`src/inc/audio_link_pkg.sv`:
```
// package: register map, field positions, reset values and bus types of the audio/link block
//
// Notes on behaviour
// - config bit 7 set enables the tdm-to-parallel audio converter
// - while converting, downstream audio is timed by the converter's clock
// - config bit 6 set drives recovered hdmi audio onto the i2s pins
// - the local hdmi output enable is ignored unless audio source selects hdmi (00)
// - config bit 3 set resets the audio fifo on audio type change
// - config bit 2 set resets the audio fifo on audio infoframe checksum change
// - config bit 1 set resets the audio fifo on video infoframe checksum change
// - config bit 0 set resets the audio fifo on n or cts change
// - status bit 7 shows downstream connection found and capabilities known
// - status bit 6 shows transmitter active and far receiver locked
// - transmit status only after valid input and correct single/dual mode
// - audio source 0 sends hdmi audio, 1 sends local i2s pin audio
// - with transmit status set, two-bit port mode field reports 01 single port 0
package audio_link_pkg;

  ////////////////////////////////////////////////////////////////////////////
  // register indices as printed; byte address is four times the index
  localparam logic [7:0] IDX_AUDIO_CONFIGURATION = 8'h55;
  localparam logic [7:0] IDX_SERIAL_LINK_STATUS = 8'h5a;
  localparam logic [7:0] IDX_IRQ_STATUS = 8'h60;
  localparam logic [7:0] IDX_IRQ_MASK = 8'h61;
  localparam logic [7:0] IDX_BRIDGE_CONTROL = 8'h62;
  localparam int ADDR_W = 10;

  ////////////////////////////////////////////////////////////////////////////
  // audio configuration fields
  localparam int CFG_TDM_TO_PARALLEL = 7;
  localparam int CFG_HDMI_I2S_OUT = 6;
  localparam int CFG_RST_ON_TYPE = 3;
  localparam int CFG_RST_ON_AUDIO_IF = 2;
  localparam int CFG_RST_ON_VIDEO_IF = 1;
  localparam int CFG_RST_ON_CLOCK_REGEN = 0;
  localparam logic [7:0] CFG_RESET = 8'h0c;
  localparam logic [7:0] CFG_WRITABLE = 8'hcf; // bits 5:4 reserved, read zero

  ////////////////////////////////////////////////////////////////////////////
  // serial link status fields
  localparam int STS_LINK_READY = 7;
  localparam int STS_TX_LOCKED = 6;
  localparam int STS_PORT_MODE_LO = 4;
  localparam logic [1:0] PORT_MODE_SINGLE_P0 = 2'h1;
  localparam logic [7:0] STS_RESET = 8'h00;

  ////////////////////////////////////////////////////////////////////////////
  // bridge control (audio source) and interrupt status layout
  localparam logic [1:0] AUDIO_SRC_HDMI = 2'h0;
  localparam logic [1:0] AUDIO_SRC_LOCAL = 2'h1;
  localparam logic [1:0] BRIDGE_RESET = 2'h0;
  localparam int IRQ_W = 4;
  localparam int IRQ_FIFO_RESET = 0;
  localparam int IRQ_LINK_READY = 1;
  localparam int IRQ_TX_LOCKED = 2;
  localparam int IRQ_LINK_LOST = 3;

  // axi response codes
  localparam logic [1:0] RESP_OKAY = 2'h0;
  localparam logic [1:0] RESP_SLVERR = 2'h2;

  // observed hdmi side-band fields
  typedef struct packed {
    logic [3:0] audio_type;
    logic [7:0] audio_if_sum;
    logic [7:0] video_if_sum;
    logic [19:0] acr_n;
    logic [19:0] acr_cts;
  } hdmi_info_t;

  // link condition inputs
  typedef struct packed {
    logic connection_found;
    logic caps_known;
    logic tx_active;
    logic far_locked;
    logic input_valid;
    logic mode_correct;
  } link_cond_t;

  // one audio sample word with its valid strobe
  typedef struct packed {
    logic valid;
    logic [31:0] data;
  } audio_word_t;

endpackage

```
`src/audio_change_detect.sv`:
```
// audio side-band change detector producing the fifo reset pulse
`timescale 1ns/100ps
`default_nettype none
module audio_change_detect (
  // clock and reset
  input wire logic aclk,
  input wire logic aresetn,
  // observed fields and enables
  input wire audio_link_pkg::hdmi_info_t info,
  input wire logic info_valid,
  input wire logic [3:0] reset_enable,
  // result
  output logic fifo_reset
);
  import audio_link_pkg::*;

  hdmi_info_t last;
  logic primed;
  logic [3:0] changed;

  // per-field mismatch against the stored copy, index matches config bit
  always_comb begin
    changed[CFG_RST_ON_TYPE] = last.audio_type != info.audio_type;
    changed[CFG_RST_ON_AUDIO_IF] = last.audio_if_sum != info.audio_if_sum;
    changed[CFG_RST_ON_VIDEO_IF] = last.video_if_sum != info.video_if_sum;
    changed[CFG_RST_ON_CLOCK_REGEN] = (last.acr_n != info.acr_n) ||
                                      (last.acr_cts != info.acr_cts);
  end

  // first valid sample only primes the copy, since there is no earlier value to differ from
  always_ff @(posedge aclk) begin
    if (!aresetn) begin
      last <= '0;
      primed <= 1'b0;
      fifo_reset <= 1'b0;
    end else begin
      fifo_reset <= info_valid && primed && |(changed & reset_enable);
      if (info_valid) begin
        last <= info;
        primed <= 1'b1;
      end
    end
  end
endmodule
`default_nettype wire

```
`src/audio_link_regs.sv`:
```
// audio configuration and serial link status registers behind an axi4-lite slave
`timescale 1ns/100ps
`default_nettype none
module audio_link_regs (
  // clock and reset
  input wire logic aclk,
  input wire logic aresetn,
  // axi4-lite write address and data
  input wire logic [audio_link_pkg::ADDR_W-1:0] s_axi_awaddr,
  input wire logic s_axi_awvalid,
  output logic s_axi_awready,
  input wire logic [31:0] s_axi_wdata,
  input wire logic [3:0] s_axi_wstrb,
  input wire logic s_axi_wvalid,
  output logic s_axi_wready,
  // axi4-lite write response
  output logic [1:0] s_axi_bresp,
  output logic s_axi_bvalid,
  input wire logic s_axi_bready,
  // axi4-lite read
  input wire logic [audio_link_pkg::ADDR_W-1:0] s_axi_araddr,
  input wire logic s_axi_arvalid,
  output logic s_axi_arready,
  output logic [31:0] s_axi_rdata,
  output logic [1:0] s_axi_rresp,
  output logic s_axi_rvalid,
  input wire logic s_axi_rready,
  // hdmi side-band observations
  input wire audio_link_pkg::hdmi_info_t hdmi_info,
  input wire logic hdmi_info_valid,
  // audio streams
  input wire audio_link_pkg::audio_word_t hdmi_audio,
  input wire audio_link_pkg::audio_word_t local_audio,
  input wire audio_link_pkg::audio_word_t tdm_audio,
  input wire logic tdm_clock_tick,
  input wire logic hdmi_clock_tick,
  // link conditions from the serializer, asynchronous
  input wire audio_link_pkg::link_cond_t link_cond,
  // outputs
  output logic tdm_convert_enable,
  output audio_link_pkg::audio_word_t downstream_audio,
  output logic downstream_audio_tick,
  output audio_link_pkg::audio_word_t i2s_out,
  output logic i2s_out_enable,
  output logic audio_fifo_reset,
  output logic irq
);
  import audio_link_pkg::*;

  ////////////////////////////////////////////////////////////////////////////
  // registers and local signals
  logic [7:0] audio_configuration;
  logic [7:0] serial_link_status;
  logic [1:0] audio_source;
  logic [IRQ_W-1:0] irq_status;
  logic [IRQ_W-1:0] irq_mask;
  link_cond_t cond_meta;
  link_cond_t cond_sync;
  logic downstream_link_ready;
  logic transmitter_locked_status;
  logic [1:0] link_port_mode_status;
  logic prev_ready;
  logic prev_locked;
  logic fifo_reset_pulse;
  logic [IRQ_W-1:0] irq_event;
  logic aw_held;
  logic w_held;
  logic [ADDR_W-1:0] aw_addr;
  logic [31:0] w_data;
  logic [3:0] w_strb;
  logic do_write;
  logic do_read;
  logic [31:0] next_rdata;
  logic next_rresp_err;

  // word index from a byte address; low two bits ignored
  function automatic logic [7:0] word_index(input logic [ADDR_W-1:0] addr);
    word_index = addr[ADDR_W-1:2];
  endfunction

  ////////////////////////////////////////////////////////////////////////////
  // link condition synchroniser, two flops before any logic reads it
  always_ff @(posedge aclk) begin
    if (!aresetn) begin
      cond_meta <= '0;
      cond_sync <= '0;
    end else begin
      cond_meta <= link_cond;
      cond_sync <= cond_meta;
    end
  end

  // link status bits; tx status gated by valid input and correct mode
  always_ff @(posedge aclk) begin
    if (!aresetn) begin
      downstream_link_ready <= 1'b0;
      transmitter_locked_status <= 1'b0;
      link_port_mode_status <= 2'h0;
    end else begin
      downstream_link_ready <= cond_sync.connection_found && cond_sync.caps_known;
      transmitter_locked_status <= cond_sync.tx_active && cond_sync.far_locked &&
                                   cond_sync.input_valid && cond_sync.mode_correct;
      // port mode only meaningful while transmitting; single port 0 is the only mode
      link_port_mode_status <= (cond_sync.tx_active && cond_sync.far_locked &&
                                cond_sync.input_valid && cond_sync.mode_correct) ?
                               PORT_MODE_SINGLE_P0 : 2'h0;
    end
  end

  always_comb begin
    serial_link_status = STS_RESET;
    serial_link_status[STS_LINK_READY] = downstream_link_ready;
    serial_link_status[STS_TX_LOCKED] = transmitter_locked_status;
    serial_link_status[STS_PORT_MODE_LO +: 2] = link_port_mode_status;
  end

  ////////////////////////////////////////////////////////////////////////////
  // fifo reset source
  audio_change_detect u_detect (
    .aclk(aclk),
    .aresetn(aresetn),
    .info(hdmi_info),
    .info_valid(hdmi_info_valid),
    .reset_enable(audio_configuration[3:0]),
    .fifo_reset(fifo_reset_pulse)
  );
  assign audio_fifo_reset = fifo_reset_pulse;

  ////////////////////////////////////////////////////////////////////////////
  // audio routing
  assign tdm_convert_enable = audio_configuration[CFG_TDM_TO_PARALLEL];

  // downstream source and timing; registered so data outputs come from flops
  always_ff @(posedge aclk) begin
    if (!aresetn) begin
      downstream_audio <= '0;
      downstream_audio_tick <= 1'b0;
    end else begin
      if (audio_configuration[CFG_TDM_TO_PARALLEL]) begin
        downstream_audio <= tdm_audio;
        downstream_audio_tick <= tdm_clock_tick;
      end else begin
        downstream_audio <= (audio_source == AUDIO_SRC_HDMI) ? hdmi_audio : local_audio;
        downstream_audio_tick <= hdmi_clock_tick;
      end
    end
  end

  // local i2s output only when hdmi is the audio source
  always_ff @(posedge aclk) begin
    if (!aresetn) begin
      i2s_out <= '0;
      i2s_out_enable <= 1'b0;
    end else begin
      i2s_out_enable <= audio_configuration[CFG_HDMI_I2S_OUT] &&
                        (audio_source == AUDIO_SRC_HDMI);
      i2s_out <= (audio_configuration[CFG_HDMI_I2S_OUT] && (audio_source == AUDIO_SRC_HDMI)) ?
                 hdmi_audio : '0;
    end
  end

  ////////////////////////////////////////////////////////////////////////////
  // axi write channel: address and data accepted in either order
  assign s_axi_awready = !aw_held && !s_axi_bvalid;
  assign s_axi_wready = !w_held && !s_axi_bvalid;
  assign do_write = aw_held && w_held && !s_axi_bvalid;

  always_ff @(posedge aclk) begin
    if (!aresetn) begin
      aw_held <= 1'b0;
      w_held <= 1'b0;
      aw_addr <= '0;
      w_data <= '0;
      w_strb <= '0;
      s_axi_bvalid <= 1'b0;
      s_axi_bresp <= RESP_OKAY;
    end else begin
      if (s_axi_awvalid && s_axi_awready) begin
        aw_held <= 1'b1;
        aw_addr <= s_axi_awaddr;
      end
      if (s_axi_wvalid && s_axi_wready) begin
        w_held <= 1'b1;
        w_data <= s_axi_wdata;
        w_strb <= s_axi_wstrb;
      end
      if (do_write) begin
        aw_held <= 1'b0;
        w_held <= 1'b0;
        s_axi_bvalid <= 1'b1;
        // read-only status and unmapped words answer slverr
        case (word_index(aw_addr))
          IDX_AUDIO_CONFIGURATION, IDX_IRQ_STATUS, IDX_IRQ_MASK,
          IDX_BRIDGE_CONTROL: s_axi_bresp <= RESP_OKAY;
          default: s_axi_bresp <= RESP_SLVERR;
        endcase
      end else if (s_axi_bvalid && s_axi_bready) begin
        s_axi_bvalid <= 1'b0;
      end
    end
  end

  // software-written registers; only byte lane 0 carries data
  always_ff @(posedge aclk) begin
    if (!aresetn) begin
      audio_configuration <= CFG_RESET;
      audio_source <= BRIDGE_RESET;
      irq_mask <= '0;
    end else if (do_write && w_strb[0]) begin
      case (word_index(aw_addr))
        IDX_AUDIO_CONFIGURATION: audio_configuration <= w_data[7:0] & CFG_WRITABLE;
        IDX_BRIDGE_CONTROL: audio_source <= w_data[1:0];
        IDX_IRQ_MASK: irq_mask <= w_data[IRQ_W-1:0];
        default: ;
      endcase
    end
  end

  ////////////////////////////////////////////////////////////////////////////
  // interrupt events: fifo reset, link ready rise, lock rise, lock loss
  always_ff @(posedge aclk) begin
    if (!aresetn) begin
      prev_ready <= 1'b0;
      prev_locked <= 1'b0;
    end else begin
      prev_ready <= downstream_link_ready;
      prev_locked <= transmitter_locked_status;
    end
  end

  always_comb begin
    irq_event = '0;
    irq_event[IRQ_FIFO_RESET] = fifo_reset_pulse;
    irq_event[IRQ_LINK_READY] = downstream_link_ready && !prev_ready;
    irq_event[IRQ_TX_LOCKED] = transmitter_locked_status && !prev_locked;
    irq_event[IRQ_LINK_LOST] = !transmitter_locked_status && prev_locked;
  end

  // write-one-to-clear; a new event in the clearing cycle wins so none is lost
  always_ff @(posedge aclk) begin
    if (!aresetn) begin
      irq_status <= '0;
    end else begin
      if (do_write && w_strb[0] && word_index(aw_addr) == IDX_IRQ_STATUS) begin
        irq_status <= (irq_status & ~w_data[IRQ_W-1:0]) | irq_event;
      end else begin
        irq_status <= irq_status | irq_event;
      end
    end
  end

  assign irq = |(irq_status & irq_mask);

  ////////////////////////////////////////////////////////////////////////////
  // axi read channel: one read at a time, data one cycle after address
  assign s_axi_arready = !s_axi_rvalid;
  assign do_read = s_axi_arvalid && s_axi_arready;

  always_comb begin
    next_rdata = '0;
    next_rresp_err = 1'b0;
    case (word_index(s_axi_araddr))
      IDX_AUDIO_CONFIGURATION: next_rdata[7:0] = audio_configuration;
      IDX_SERIAL_LINK_STATUS: next_rdata[7:0] = serial_link_status;
      IDX_IRQ_STATUS: next_rdata[IRQ_W-1:0] = irq_status;
      IDX_IRQ_MASK: next_rdata[IRQ_W-1:0] = irq_mask;
      IDX_BRIDGE_CONTROL: next_rdata[1:0] = audio_source;
      default: next_rresp_err = 1'b1;
    endcase
  end

  always_ff @(posedge aclk) begin
    if (!aresetn) begin
      s_axi_rvalid <= 1'b0;
      s_axi_rdata <= '0;
      s_axi_rresp <= RESP_OKAY;
    end else if (do_read) begin
      s_axi_rvalid <= 1'b1;
      s_axi_rdata <= next_rdata;
      s_axi_rresp <= next_rresp_err ? RESP_SLVERR : RESP_OKAY;
    end else if (s_axi_rready) begin
      s_axi_rvalid <= 1'b0;
    end
  end
endmodule
`default_nettype wire

```
`config.mk`:
```
export PLATFORM = sky130hd
export DESIGN_NAME = audio_link_regs
export DESIGN_NICKNAME = d
export VERILOG_FILES = /design/src/inc/audio_link_pkg.sv /design/src/audio_change_detect.sv /design/src/audio_link_regs.sv
export SDC_FILE = /design/constraint.sdc
export NUM_CORES = 1
export LEC_CHECK = 0
export BUFFER_PORTS_ARGS = -buffer_cell sky130_fd_sc_hd__buf_2
export CAP_MARGIN = 20
export CELL_PAD_IN_SITES_DETAIL_PLACEMENT = 2
export CELL_PAD_IN_SITES_GLOBAL_PLACEMENT = 2
export CORE_MARGIN = 1.5
export CORE_UTILIZATION = 28
export DETAILED_ROUTE_END_ITERATION = 8
export GPL_ROUTABILITY_DRIVEN = 0
export MAX_ROUTING_LAYER = met4
export PLACE_DENSITY = 0.81
export SYNTH_ARGS = -nofsm -noshare
export SYNTH_HDL_FRONTEND = slang
export SYNTH_SLANG_ARGS = --single-unit
```
`constraint.sdc`:
```
create_clock -name aclk -period 4.7 [get_ports aclk]
set_clock_uncertainty 0.1 [all_clocks]
set_input_delay 0.705 -clock aclk [delete_from_list [all_inputs] [get_ports aclk]]
set_output_delay 0.705 -clock aclk [all_outputs]
set_load 0.01 [all_outputs]
```
==> run summary <==
Max Root-Sink Buffers = 2
Max Fanout on Critical Path = 25
Final Cycle Share = 46.7%
WP data required = 3890 ps
Cells after synthesis = 853
R2r setup slk = 2570 ps
Drt first pass iters = 7
Top cell type's share of synthesized area = 49.4%
DP HPWL = 18.7 mm
Synth Warn # = 0
Yosys reg bits = 190
Max VDD drop = 0.000171 V
Worst Tran Pin Value = 1050 ps
Total CTS buffers = 17
Synth Cell Area = 0.00770 mm2
Seq/Total Area, Yosys = 49.4%
DRT iter0 DRCs = 284
Crit path capture type = primary output
Worst-Skew Late Latency = 440 ps
Design area = 0.00991 mm2
I/O Buffers = 282
Pins over their slew limit = 0
Vias in the first global route = 7,180
Pre-CTS WS = 2030 ps
Resize count post-CTS = 0
Leak = 4.80 nW
Vias/cell = 4.68
Die area = 0.0285 mm2
Die W = 169 um
RSZ-0062 raised after global routing = no
Hold worst-path end = cond_sync[0]
Post-CTS Setup Inserts = 0
Reg-to-reg endpoint = irq_mask[0]
Ordered list of cells on the worst path = buf_2
Die H = 169 um
Ports = 343
Hold Path Depth = 1
Total Routed Length = 25.5 mm
Worst Setup Start Kind = register
Fin nets = 1,341
Maximum number of pins on one net before global-route repair = 93
Synth Area per Inst = 9.02 um2
CTS tree = yes
Post-synth top area cell = dfxtp_1
Vias = 6,871
Hold Violations, Final = 0
Detailed-route wire length per cell = 17.3 um
HP Class = register to register
Delay-heaviest family, CP = flip-flops
CTS sink cnt = 190
Outcome = complete, no violations
DP Area = 0.00930 mm2
CP max stage delay = 710 ps
Crit Path Class = register to primary output
Starting Density = 28.6%
Worst path bufs/invs = 1
Post-route ant nets = 0
WP data arrival = 1390 ps
FF-to-FF Start = aw_addr[8]
Peak Freq = 0.455 GHz
Setup TNS = 0 ps
Crit path time final = 2200 ps
Hold slack = 337 ps
Slowest CP cell = dfxtp_2
Fraction of layout cells with a size suffix above 1 = 29.3%
H-tree depth = 4
Post-synth cell types = 43
Setup violators final = 0
Area delta synth->final = 28.8%
Initial antenna violation count = 4
Root buffer cell = clkbuf_16
Synth area leaders = dfxtp_1 (49%), mux2i_1 (9.6%), nor2_1 (6.4%)
Hold path start = cond_meta[0]
First-pass GRT wire length = 39.1 mm
Clk slew on worst S/H paths = 80 ps
Pwr per Cell Area = 355 mW/mm2
Core area = 0.0270 mm2
Std-Cell Rows = 60
Total GRT Usage = 18.3%
FF-to-FF path depth = 5
Gr ovfl total = 0
Max_slew headroom = 29.8%
Drt drc = 0
Hold Buf Count CTS = 0
Setup WS post-layout = 2500 ps
# Max-Cap Violations = 0
[worst max-delay path by stage]
stage | slack (ps) | cells after the start | endpoint | startpoint
floorplan | 2690 | 5 | s_axi_rdata[0] | s_axi_araddr[6]
global placement | 2090 | 4 | w_data[0] | aresetn
detailed placement | 2030 | 4 | u_detect.last[19] | aresetn
CTS | 2460 | 1 | tdm_convert_enable | audio_configuration[7]
global route | 2410 | 1 | tdm_convert_enable | audio_configuration[7]
finish | 2500 | 1 | tdm_convert_enable | audio_configuration[7]
[registers in the layout, summed over array words and instances, names as in the netlist, 2 cells and up]
signal and count:
irq_mask 4, aw_addr 8, cond_meta 6, i2s_out 33, audio_configuration 6, cond_sync 6
s_axi_rdata 7, u_detect.last 60, w_data 6, irq_status 4, audio_source 2, downstream_audio 33
[where the power goes]
group          switching [mW]  leakage [nW]  total (mW)  internal [mW]
sequential             0.0393          1.56        1.72           1.68
combinational           0.199          2.96       0.368          0.169
clock                   0.726         0.284        1.44          0.712
total                   0.964          4.80        3.52           2.56
[layout make-up]
cell class / count / area [um2]
diodes: 5 / 12.5
clock buffers: 18 / 429
clock inverters: 14 / 151
fillers: 3107 / 17000
inverters: 9 / 36.3
multi-input cells: 602 / 3560
flip-flops and latches: 190 / 3800
well taps: 341 / 427
repair buffers: 290 / 1490
[layout by cell type (no fill, tap or decap), drive strengths merged, types with 3 or more instances in the layout]
cell type | netlist | layout
a21oi | 86 | 86
xor2 | 48 | 48
conb | 1 | 27
mux2i | 74 | 74
nor3 | 7 | 7
and2 | 49 | 49
nand3 | 3 | 3
nand4 | 7 | 7
nor2 | 131 | 131
inv | 9 | 16
mux2 | 4 | 4
a211oi | 3 | 3
xnor2 | 12 | 12
nand2 | 62 | 62
or3b | 4 | 4
diode | 0 | 5
buf | 30 | 290
nor4 | 14 | 14
clkbuf | 48 | 18
dfxtp | 190 | 190
o21ai | 39 | 39
clkinv | 0 | 7
nand2b | 7 | 7
a222oi | 3 | 3
[per-layer routing]
| layer | part of all wire, % | up-vias | global-route usage (%) | wire length, um |
|---|---|---|---|---|
| li1 | - | 3320 | - | - |
| met3 | 5.1 | 21 | 4.02 | 1290 |
| met5 | 0 | - | - | 0 |
| met1 | 42 | 3324 | 20.9 | 10700 |
| met2 | 52 | 206 | 32.3 | 13200 |
| met4 | 1.1 | 0 | 4.66 | 275 |
[cells by family (layout without fill, tap and decap cells)]
logic type                count (synthesis)  in the layout  synth area share [%]
and+or+nand+nor                         295            295                  18.0
DFF                                     190            190                  49.4
AOI/OAI and AO/OA                       142            142                  9.93
buffers and inverters                    87            331                  5.58
muxes                                    78             78                  10.2
xor gates and xnor gates                 60             60                  6.83
other                                     1             32                0.0487
[synth_stat cells]
cell and n:
dfxtp_1 190, nor2_1 131, a21oi_1 86, mux2i_1 74, nand2_1 62, and2_1 49
clkbuf_1 48, xor2_1 48, o21ai_0 31, buf_4 27, nor4_1 13, xnor2_1 12
o21ai_1 8, inv_1 7, nand2b_1 7, nand4_1 7, nor3_1 7, a211oi_1 3
a222oi_1 3, nand3_1 3, or3b_1 3, a221oi_1 2, a22oi_1 2, a2bb2oi_1 2
a31oi_1 2, and3_1 2, buf_1 2, inv_2 2, mux2_1 2, mux2_2 2
nand4b_1 2, o211ai_1 2, or3_1 2, buf_2 1, conb_1 1, nand3b_1 1
nand4bb_1 1, nor2b_1 1, nor3b_1 1, nor4_2 1, o41ai_1 1, or3b_4 1
or4b_1 1
[metrics by stage]
step                instances  utilization [%]  power (mW)
finish                   1469             36.8        3.52
global route             1468             36.8        3.69
CTS                      1463             36.7        3.58
detailed placement       1431             34.5        2.12
global placement         1431             34.5        2.10
floorplan                 879                -        1.96
Power figures use the tool's default switching activity.
